$ cat src/rtl/host_port_pkg.sv
// Constants shared by the parallel host byte port and its output FIFO
`default_nettype none
package host_port_pkg;
  // Data path widths and output FIFO depth
  localparam int DATA_W = 16;
  localparam int BYTE_W = 8;
  localparam int FIFO_DEPTH = 8;
  // Control register field positions
  localparam int CTRL_W = 16;
  localparam int CTRL_WIDTH_BIT = 0;
  localparam int CTRL_STYLE_BIT = 1;
  localparam int CTRL_STROBE_POL_BIT = 2;
  localparam int CTRL_BSEL_POL_BIT = 3;
  localparam int CTRL_FLAG_POL_BIT = 4;
  localparam int CTRL_FLAG_OR_BIT = 5;
  localparam int CTRL_EMPTY_INV_BIT = 7;
  // Status byte field positions as seen on the data pins
  localparam int STAT_OEMPTY_BIT = 0;
  localparam int STAT_IFULL_BIT = 1;
  // Interrupt enable positions
  localparam int IRQ_IN_BIT = 0;
  localparam int IRQ_OUT_BIT = 1;
  // Reset values
  localparam logic [15:0] CTRL_RESET = 16'h0000;
  localparam logic [15:0] BUF_RESET = 16'h0000;
  localparam logic [7:0] BYTE_RESET = 8'h00;
  localparam logic IFULL_RESET = 1'b0;
  localparam logic OEMPTY_RESET = 1'b1;
endpackage
`default_nettype wire

$ cat src/rtl/host_fifo_if.sv
// Carrier between the host port and its output FIFO
`timescale 1ns/1ps
`default_nettype none
interface host_fifo_if #(
  parameter int WIDTH = 16
) ();
  logic push_valid;
  logic push_ready;
  logic [WIDTH-1:0] push_data;
  logic pop_valid;
  logic pop_ready;
  logic [WIDTH-1:0] pop_data;
  // FIFO side
  modport buffer (input push_valid, input push_data, input pop_ready,
                  output push_ready, output pop_valid, output pop_data);
  // Port side
  modport user (output push_valid, output push_data, output pop_ready,
                input push_ready, input pop_valid, input pop_data);
endinterface
`default_nettype wire

$ cat src/rtl/sync_fifo.sv
// Synchronous FIFO with valid and ready on both sides
`timescale 1ns/1ps
`default_nettype none
module sync_fifo #(
  parameter int WIDTH = 16,
  parameter int DEPTH = 8
) (
  // Clock and reset
  input wire logic clock,
  input wire logic rst,
  // Queue ports
  host_fifo_if.buffer q
);
  localparam int AW = $clog2(DEPTH);

  typedef struct packed {
    logic [DEPTH-1:0][WIDTH-1:0] mem;
    logic [AW:0] wr_ptr;
    logic [AW:0] rd_ptr;
  } fifo_state_t;

  fifo_state_t st;
  fifo_state_t next_st;
  logic full;
  logic empty;

  // Wrap bit tells full from empty; depth must be a power of two
  assign full = (st.wr_ptr[AW] != st.rd_ptr[AW]) && (st.wr_ptr[AW-1:0] == st.rd_ptr[AW-1:0]);
  assign empty = st.wr_ptr == st.rd_ptr;
  assign q.push_ready = !full;
  assign q.pop_valid = !empty;
  assign q.pop_data = st.mem[st.rd_ptr[AW-1:0]];

  // Push and pop bookkeeping
  always_comb begin
    next_st = st;
    if (q.push_valid && !full) begin
      next_st.mem[st.wr_ptr[AW-1:0]] = q.push_data;
      next_st.wr_ptr = st.wr_ptr + 1'b1;
    end
    if (q.pop_ready && !empty) begin
      next_st.rd_ptr = st.rd_ptr + 1'b1;
    end
  end

  // State register
  always_ff @(posedge clock) begin
    if (rst) begin
      st <= '0;
    end else begin
      st <= next_st;
    end
  end
endmodule
`default_nettype wire

$ cat src/rtl/host_parallel_port.sv
// Passive 8-bit parallel host port with 16-bit input and output buffers
`timescale 1ns/1ps
`default_nettype none
module host_parallel_port #(
  parameter int DATA_W = host_port_pkg::DATA_W,
  parameter int FIFO_DEPTH = host_port_pkg::FIFO_DEPTH
) (
  // Clock and reset
  input wire logic clock,
  input wire logic rst,
  // Host strobes and selects
  input wire logic host_chip_select_n,
  input wire logic host_input_strobe_n,
  input wire logic host_output_strobe_n,
  input wire logic host_single_strobe,
  input wire logic host_read_write_n,
  input wire logic byte_select,
  input wire logic status_select,
  // Host data pins
  input wire logic [7:0] host_data_in,
  output logic [7:0] host_data_out,
  output logic host_data_oe_n,
  // Flag pins
  output logic input_full_pin,
  output logic output_empty_pin,
  // Control register access from the core
  input wire logic ctrl_write,
  input wire logic [15:0] ctrl_wdata,
  output logic [15:0] ctrl_rdata,
  // Input buffer towards the core
  output logic core_in_valid,
  input wire logic core_in_ready,
  output logic [DATA_W-1:0] core_in_data,
  // Output words from the core
  input wire logic core_out_valid,
  output logic core_out_ready,
  input wire logic [DATA_W-1:0] core_out_data,
  // Core interrupts
  input wire logic [1:0] irq_enable,
  output logic input_strobe_irq,
  output logic output_strobe_irq
);
  typedef struct packed {
    logic [15:0] ctrl;
    logic [DATA_W-1:0] ibuf;
    logic [DATA_W-1:0] obuf;
    logic ifull;
    logic oempty;
    logic wr_prev;
    logic rd_prev;
    logic lat_status;
    logic lat_low;
    logic [7:0] lat_data;
    logic [7:0] pin_data;
    logic pin_oe_n;
    logic ifull_pin;
    logic oempty_pin;
    logic irq_in;
    logic irq_out;
  } port_state_t;

  port_state_t st;
  port_state_t next_st;
  logic wide;
  logic style_rw;
  logic bsel_pol;
  logic strobe_on;
  logic wr_act;
  logic rd_act;
  logic lane_low;
  logic wr_done;
  logic rd_done;
  logic last_byte;
  logic data_hit;
  logic in_set;
  logic out_set;
  logic pop;
  logic load;
  logic [7:0] status_byte;

  host_fifo_if #(.WIDTH(DATA_W)) out_q ();

  // Output words wait here until the host empties the output buffer
  sync_fifo #(
    .WIDTH(DATA_W),
    .DEPTH(FIFO_DEPTH)
  ) out_fifo (
    .clock(clock),
    .rst(rst),
    .q(out_q)
  );

  // Control fields
  assign wide = st.ctrl[host_port_pkg::CTRL_WIDTH_BIT];
  assign style_rw = st.ctrl[host_port_pkg::CTRL_STYLE_BIT];
  assign bsel_pol = st.ctrl[host_port_pkg::CTRL_BSEL_POL_BIT];

  // Strobe decode; chip select gates every style
  always_comb begin
    strobe_on = host_single_strobe == st.ctrl[host_port_pkg::CTRL_STROBE_POL_BIT];
    if (style_rw) begin
      wr_act = !host_chip_select_n && strobe_on && !host_read_write_n;
      rd_act = !host_chip_select_n && strobe_on && host_read_write_n;
    end else begin
      wr_act = !host_chip_select_n && !host_input_strobe_n;
      rd_act = !host_chip_select_n && !host_output_strobe_n;
    end
  end

  // Byte lane and completion decode
  assign lane_low = byte_select == bsel_pol;
  assign wr_done = st.wr_prev && !wr_act;
  assign rd_done = st.rd_prev && !rd_act;
  assign data_hit = !st.lat_status && (st.lat_low || wide);
  assign last_byte = wide ? (st.lat_low == bsel_pol) : 1'b1;
  assign in_set = wr_done && data_hit && last_byte;
  assign out_set = rd_done && data_hit && last_byte;

  // Core handshakes with the buffers
  assign pop = core_in_ready && st.ifull;
  assign load = st.oempty && out_q.pop_valid && !out_set;
  assign out_q.pop_ready = load;
  assign out_q.push_valid = core_out_valid;
  assign out_q.push_data = core_out_data;
  assign core_out_ready = out_q.push_ready;

  // Status byte with optional empty inversion
  always_comb begin
    status_byte = host_port_pkg::BYTE_RESET;
    status_byte[host_port_pkg::STAT_IFULL_BIT] = st.ifull;
    status_byte[host_port_pkg::STAT_OEMPTY_BIT] =
      st.oempty ^ st.ctrl[host_port_pkg::CTRL_EMPTY_INV_BIT];
  end

  // Next state
  always_comb begin
    next_st = st;
    next_st.wr_prev = wr_act;
    next_st.rd_prev = rd_act;
    // Target and data held through the access
    if (wr_act || rd_act) begin
      next_st.lat_status = status_select;
      next_st.lat_low = lane_low;
      next_st.lat_data = host_data_in;
    end
    // Host write commits on the strobe's trailing edge
    if (wr_done && data_hit) begin
      if (st.lat_low) begin
        next_st.ibuf[7:0] = st.lat_data;
      end else begin
        next_st.ibuf[15:8] = st.lat_data;
      end
    end
    // Set wins over the core's clear
    if (in_set) begin
      next_st.ifull = 1'b1;
    end else if (pop) begin
      next_st.ifull = 1'b0;
    end
    if (out_set) begin
      next_st.oempty = 1'b1;
    end else if (load) begin
      next_st.oempty = 1'b0;
      next_st.obuf = out_q.pop_data;
    end
    // Read data: status, low byte, high byte or zero for reserved codes
    if (status_select && lane_low) begin
      next_st.pin_data = status_byte;
    end else if (!status_select && lane_low) begin
      next_st.pin_data = st.obuf[7:0];
    end else if (!status_select && wide) begin
      next_st.pin_data = st.obuf[15:8];
    end else begin
      next_st.pin_data = host_port_pkg::BYTE_RESET;
    end
    next_st.pin_oe_n = !rd_act;
    // Flag pins with polarity and OR option
    next_st.ifull_pin = (st.ctrl[host_port_pkg::CTRL_FLAG_OR_BIT] ?
      (st.ifull || st.oempty) : st.ifull) ^ st.ctrl[host_port_pkg::CTRL_FLAG_POL_BIT];
    next_st.oempty_pin = st.oempty ^ st.ctrl[host_port_pkg::CTRL_FLAG_POL_BIT];
    // Strobe assertion interrupts
    next_st.irq_in = wr_act && !st.wr_prev && irq_enable[host_port_pkg::IRQ_IN_BIT];
    next_st.irq_out = rd_act && !st.rd_prev && irq_enable[host_port_pkg::IRQ_OUT_BIT];
    if (ctrl_write) begin
      next_st.ctrl = ctrl_wdata;
    end
  end

  // State register
  always_ff @(posedge clock) begin
    if (rst) begin
      st <= '0;
      st.ctrl <= host_port_pkg::CTRL_RESET;
      st.ifull <= host_port_pkg::IFULL_RESET;
      st.oempty <= host_port_pkg::OEMPTY_RESET;
      st.pin_oe_n <= 1'b1;
      st.ifull_pin <= host_port_pkg::IFULL_RESET;
      st.oempty_pin <= host_port_pkg::OEMPTY_RESET;
    end else begin
      st <= next_st;
    end
  end

  // Outputs from the state register
  assign host_data_out = st.pin_data;
  assign host_data_oe_n = st.pin_oe_n;
  assign input_full_pin = st.ifull_pin;
  assign output_empty_pin = st.oempty_pin;
  assign ctrl_rdata = st.ctrl;
  assign core_in_valid = st.ifull;
  assign core_in_data = st.ibuf;
  assign input_strobe_irq = st.irq_in;
  assign output_strobe_irq = st.irq_out;
endmodule
`default_nettype wire

$ cat config.mk
export PLATFORM = sky130hd
export DESIGN_NAME = host_parallel_port
export DESIGN_NICKNAME = d
export VERILOG_FILES = /design/src/rtl/host_port_pkg.sv /design/src/rtl/host_fifo_if.sv /design/src/rtl/sync_fifo.sv /design/src/rtl/host_parallel_port.sv
export SDC_FILE = /design/constraint.sdc
export NUM_CORES = 1
export LEC_CHECK = 0
export ABC_AREA = 0
export BUFFER_PORTS_ARGS = -buffer_cell sky130_fd_sc_hd__buf_2
export CORE_ASPECT_RATIO = 2
export CORE_UTILIZATION = 45
export CTS_BUF_LIST = sky130_fd_sc_hd__clkbuf_4 sky130_fd_sc_hd__clkbuf_8
export DETAILED_ROUTE_END_ITERATION = 6
export PLACE_DENSITY = 0.66
export SKIP_LAST_GASP = 1
export SLEW_MARGIN = 40
export SYNTH_ARGS = -nofsm -noshare
export SYNTH_HDL_FRONTEND = slang
export SYNTH_SLANG_ARGS = --single-unit
$ cat constraint.sdc
create_clock -name clock -period 1.81 [get_ports clock]
set_input_delay 0.0905 -clock clock [delete_from_list [all_inputs] [get_ports clock]]
set_output_delay 0.0905 -clock clock [all_outputs]
set_load 0.005 [all_outputs]
After elaboration in Yosys (flattened, before gate mapping)
Index checks and enable logic that the tools add are counted.
{ "word_totals": {"elab_cells": 106, "register_bits": 211, "output_inout_bits": 47} }
{ "op_classes": {"n_reduce_logical": 48, "n_eq_ne": 6, "add_sub_neg": 2, "bitwise_logic": 5, "muxes": 14, "magnitude_cmp": 3} }
{ "ops": {"columns": ["cell", "count"], "rows": [
  ["bitwise mux 128 bit", 1],
  ["binary-select mux 16 bit (select 3 bit)", 1],
  ["demux 16 bit (select 3 bit)", 1],
  ["two-way mux 16 bit", 2],
  ["logical AND 1 bit", 26],
  ["two-way mux 8 bit", 2],
  ["zero test 1 bit", 13],
  ["adder 4 x 1 -> 4 bit, second input constant", 2],
  ["less-than comparator 3 x 4 -> 1 bit, second input constant", 2],
  ["two-way mux 1 bit", 6],
  ["AND reduction 2 bit", 3],
  ["equality test 4 bit", 1],
  ["OR reduction 2 bit", 2],
  ["equality test 1 bit", 3],
  ["equality test 3 bit", 1],
  [">= comparator 3 x 1 -> 1 bit, second input constant", 1],
  ["logical OR 1 bit", 3],
  ["bitwise XOR 1 bit", 3],
  ["two-way mux 2 bit", 1],
  ["NOT 1 bit", 2],
  ["nonzero test 2 bit", 1],
  ["inequality test 1 bit", 1]
]} }

Logic depth before layout (Yosys ltp)
{ "depth": {"word_depth": 11, "ltp_mapped": 8, "ltp_nobuf": 5} }

By module
A second synthesis with hierarchy kept.
{ "hier_totals": {"cells_unflattened": 928, "area_unflattened_um2": 9992.1} }
{ "modules_own_cells": {"columns": ["mod", "area_per_inst_um2", "seq_area_each_um2", "cells_each", "instances"], "rows": [
  ["sync_fifo", 6502.5, 2722.6, 566, 1],
  ["host_parallel_port", 3489.6, 1501.4, 362, 1]
]} }

Worst setup path before layout
OpenSTA, ideal clock, no wires.
{ "synth_path": {"kind": "reg-to-reg", "start": "register out_fifo.st[1] in the netlist's numbering", "end": "register st[27] in the netlist's numbering", "period_less_slack_ns": 1.838, "slack_ns": -0.028, "stages_incl_launch_ff": 7, "required_time_ns": 1.682, "t_arrival_ns": 1.711, "cell_sequence": "dfxtp_1 > buf_4 > buf_2 > mux4_2 > mux2_2 > mux2i_1 > nor2_1"} }
{ "synth_between": {"elab_chain_len": 5, "elab_cells_between_ends": 7, "classes_between": "eq/ne: 1; mux: 2; reduce/logical: 4"} }
{ "synth_rtl": {"columns": ["element", "line_no", "source"], "rows": [
  ["from (decl)", "sync_fifo.sv:22", "fifo_state_t st;"],
  ["from (signal assigned)", "sync_fifo.sv:51", "st <= next_st;"],
  ["equality test 4 bit", "sync_fifo.sv:29", "assign empty = st.wr_ptr == st.rd_ptr;"],
  ["zero test 1 bit", "sync_fifo.sv:31", "assign q.pop_valid = !empty;"],
  ["logical AND 1 bit (2 in series)", "host_parallel_port.sv:121", "assign load = st.oempty && out_q.pop_valid && !out_set;"],
  ["AND reduction 2 bit (no source line)", null, null],
  ["to (signal assigned)", "host_parallel_port.sv:200", "st <= next_st;"],
  ["to (decl)", "host_parallel_port.sv:62", "port_state_t st;"]
]} }
Several ways; a longest one is shown, not always the timed one. The select of a mux whose other input is x is not followed.
A chain may end at the register's enable or synchronous reset.

Worst setup path in the final report
{ "layout_path": {"start": "register out_fifo.st[3] in the netlist's numbering", "end": "register out_fifo.st[3] in the netlist's numbering"} }
{ "layout_between": {"elab_chain_len": 5, "elab_cells_between_ends": 6, "classes_between": "add/sub: 1; eq/ne: 1; reduce/logical: 4"} }
{ "layout_rtl": {"columns": ["element", "line_no", "source"], "rows": [
  ["equality test 4 bit", "sync_fifo.sv:29", null],
  ["zero test 1 bit", "sync_fifo.sv:31, sync_fifo.sv:41", null],
  ["logical AND 1 bit (2 in series)", "host_parallel_port.sv:121", null],
  ["logical AND 1 bit", "sync_fifo.sv:41", "if (q.pop_ready && !empty) begin"]
]} }
Several ways; a longest one is shown, not always the timed one.

==> impl_metrics.ini <==
[synthesis]
yosysMostFrequentCell = dfxtp_1
ys_ff_latch = 211
syn_inst = 871
ys.flop_type = dfxtp_1
syn_area_per_cell_um2 = 10.40
yosysTopAreaCell = dfxtp_1
synth_cell_types = 38
synth_top_area_share_pct = 46.63
async_reset_ff_share_pct = 0
synth.net_count = 927
syn_area_um2 = 9059
ys_top_cells_by_count = dfxtp_1, nor2_1, mux2i_1
synthTopCellsByArea = dfxtp_1, mux2i_1, mux4_2
synthesis.yosys.warnings = 0
seq_area_frac_synth_pct = 46.63
synth-edff-count = 0

[detailed_routing]
drt_pass1_iterations = 4
drt_iter0_markers = 259
detail_route.wl_per_cell_um = 16.92
viasPerCell = 5.093
drt-total-wl_um = 21730
antenna_left = 0
num_vias = 6539
drcViolationCount = 0

[place]
place_ws_ns = 0.001481
hpwl_um = 13580
place_area_um2 = 9733
gp_congestion = 0.7290
io_buffers = 100

[worst_setup_path]
crit_path_top_delay_cell = dfxtp_2
cp_cell_sequence = xor2_2 > and4b_4 > a311oi_4 > buf_6 > nand4_1 > mux2_1
crit_path_start_kind = flop
path_buf_inv = 1
cp_max_fo = 5
rr_endpoint = out_fifo.st[3]$_SDFFE_PP0P_
crit_arrival_ns = 2.24
r2r_start = out_fifo.st[3]$_SDFFE_PP0P_
cp-end-kind = flop
reg2reg_slack_ns = 0.009
critPathKind = reg2reg
crit_family = simple AND/OR/NAND/NOR gates
critPathMaxStageDelay_ns = 0.35
required_ns = 2.25
reg2regPathDepth = 6

[grt]
grt_pass1_vias = 6601
grt_usage_pct = 21.03
grt_overflow = 0
antenna_found_initial = 0
grt_pass1_wl_um = 33800
grt_max_degree = 67

[floorplanning]
start_util_pct = 45.70
io_pins = 101
dieWidth_um = 102.3
row_count = 73
fp.dieH_um = 202.7
die-area_um2 = 20740
design.core.area_um2 = 19820

[power_and_ir_drop]
cellPowerDensity_nw_per_um2 = 979.4
ir_worst_vdd_v = 0.0004020
leakagePower_nw = 4.825

[clock_tree]
cts_root_buf = clkbuf_8
cts_buffers = 28
h-tree-depth = 1
cts_tree = yes
insertion_delay_ns = 0.55
clk_pin_slew_worst_paths_ns = 0.07
cts_max_path_buffers = 3
clkSinkCount = 211

[timing]
fmax_mhz = 555.3
rsz0062_at_grt = true
fin_crit_ns = 1.801
setup_violations = 0
slew_headroom_pct = 68.03
worstMarginPinSlew_ns = 0.4796
finalCritPeriodShare_pct = 99.49
slew_violations = 0
finalHoldViolCount = 0
setup_ws_ns = 0.009312
skew_ns = 0.01119

[finish]
num-nets-final = 1057
utilization_pct = 56.38
nFillCells = 1730
layout-drive-gt1-share_pct = 26.44
multiInputGateArea_um2 = 4237
regArea_um2 = 4232
syn_to_final_growth_pct = 23.36
final_cell_area_um2 = 11170

[status]
outcome = completed

[worst_hold_path]
worst_hold_path.num_cells = 3
hold_path_end = ctrl_rdata[3]$_SDFFE_PP0P_
hp-start = ctrl_write
hp-class = in2reg

[job]
max_cap_viol_count = 0
==> worst reg2reg max path: cells and delay by family (launching register included) <==
family | cells | cell delay, ns
XOR/XNOR | 1 | 0.20
flip-flops | 1 | 0.35
buffers and inverters | 1 | 0.17
AO/OA/AOI/OAI | 1 | 0.27
AND/OR/NAND/NOR | 2 | 0.37
multiplexers | 1 | 0.33
==> layout by cell type, fill, tap and decap left out, types with 4 or more instances in the layout <==
cell type and n:
buf_12 14, clkbuf_4 4, nor2_1 185, nand3_1 27
xnor2_2 4, nand2_1 28, mux2_2 16, xor2_1 4
buf_4 29, a21oi_1 30, mux2i_1 172, buf_6 6
clkbuf_8 37, inv_1 5, nor2b_1 4, buf_2 99
xnor2_1 6, mux4_2 32, clkinv_2 6, dfxtp_1 207
dlygate4sd3_1 63
==> per-layer routing <==
| layer | routed length, um | share of wire (%) | up-vias | GRT usage, % |
|---|---|---|---|---|
| met1 | 8526 | 39 | 3151 | 22.65 |
| met3 | 810 | 3.7 | 37 | 2.926 |
| met2 | 11760 | 54 | 162 | 39.43 |
| met5 | 0 | 0 | - | 0 |
| li1 | - | - | 3189 | - |
| met4 | 629 | 2.9 | 0 | 9.133 |
==> report_power, final <==
group	switching, mW	leakage [nW]	internal [mW]
sequential	0.132	1.71	4.83
combinational	0.978	2.78	1.06
clock	1.74	0.336	2.20
==> area by class of cell <==
class	count	share of cell area (%)
clock inverters	9	0.8734
multi-input cells	542	37.91
flip-flops and latches	211	37.87
clock buffers	41	4.826
well taps	262	2.934
repair buffers	212	15.36
inverters	6	0.2015
diodes	1	0.02239
==> state kept, by name, indices dropped and copies added (netlist names) <==
signal             flops
input_strobe_irq       1
core_in_valid          1
host_data_out          8
core_in_data          16
host_data_oe_n         1
ctrl_rdata            16
input_full_pin         1
out_fifo.st          136
output_empty_pin       1
st                    29
output_strobe_irq      1
==> through the flow <==
stage | setup TNS, ns | total power [mW] | hold slack, ns | instances
after floorplan | 0 | 6.375 | 0.2377 | 871
after global placement | 0 | 6.844 | 0.3286 | 1164
after detailed placement | 0 | 6.859 | 0.3344 | 1164
after CTS | -0.05176 | 10.95 | 0.05487 | 1278
after global routing | -0.2538 | 11.44 | 0.1014 | 1283
final | 0 | 10.94 | 0.08890 | 1284
==> kinds of logic after synthesis <==
family	synth area share [%]
xor gates and xnor gates	1.450
and+or+nand+nor	12.39
adders and majority gates	0.2762
muxes	29.07
buffers and inverters	7.445
DFF	46.63
AOI/OAI and AO/OA	2.735
==> timing repair <==
action | 4_1_cts | 5_1_grt
setup endpoints to repair | 3 | 51
gates cloned | 0 | 3
buffers inserted | 1 | 2
hold buffers | 63 | 0
pin swaps | 1 | 0
resized for setup | 5 | 18
hold endpoints to repair | 182 | 0
==> how the worst max path moves through the flow <==
stage                                startpoint                          end  slack [ns]  cells past startpoint
detailed placement  out_fifo.st[1]$_SDFFE_PP0P_          st[35]$_SDFFE_PP0P_       0.001                      5
finish              out_fifo.st[3]$_SDFFE_PP0P_  out_fifo.st[3]$_SDFFE_PP0P_       0.009                      6
floorplan           out_fifo.st[1]$_SDFFE_PP0P_          st[27]$_SDFFE_PP0P_        0.06                      6
global placement    out_fifo.st[1]$_SDFFE_PP0P_          st[35]$_SDFFE_PP0P_       0.005                      5
CTS                 out_fifo.st[1]$_SDFFE_PP0P_          st[35]$_SDFFE_PP0P_       -0.02                      5
global route        out_fifo.st[3]$_SDFFE_PP0P_  out_fifo.st[3]$_SDFFE_PP0P_       -0.05                      6
No activity file was read; power rests on OpenSTA's default activity.
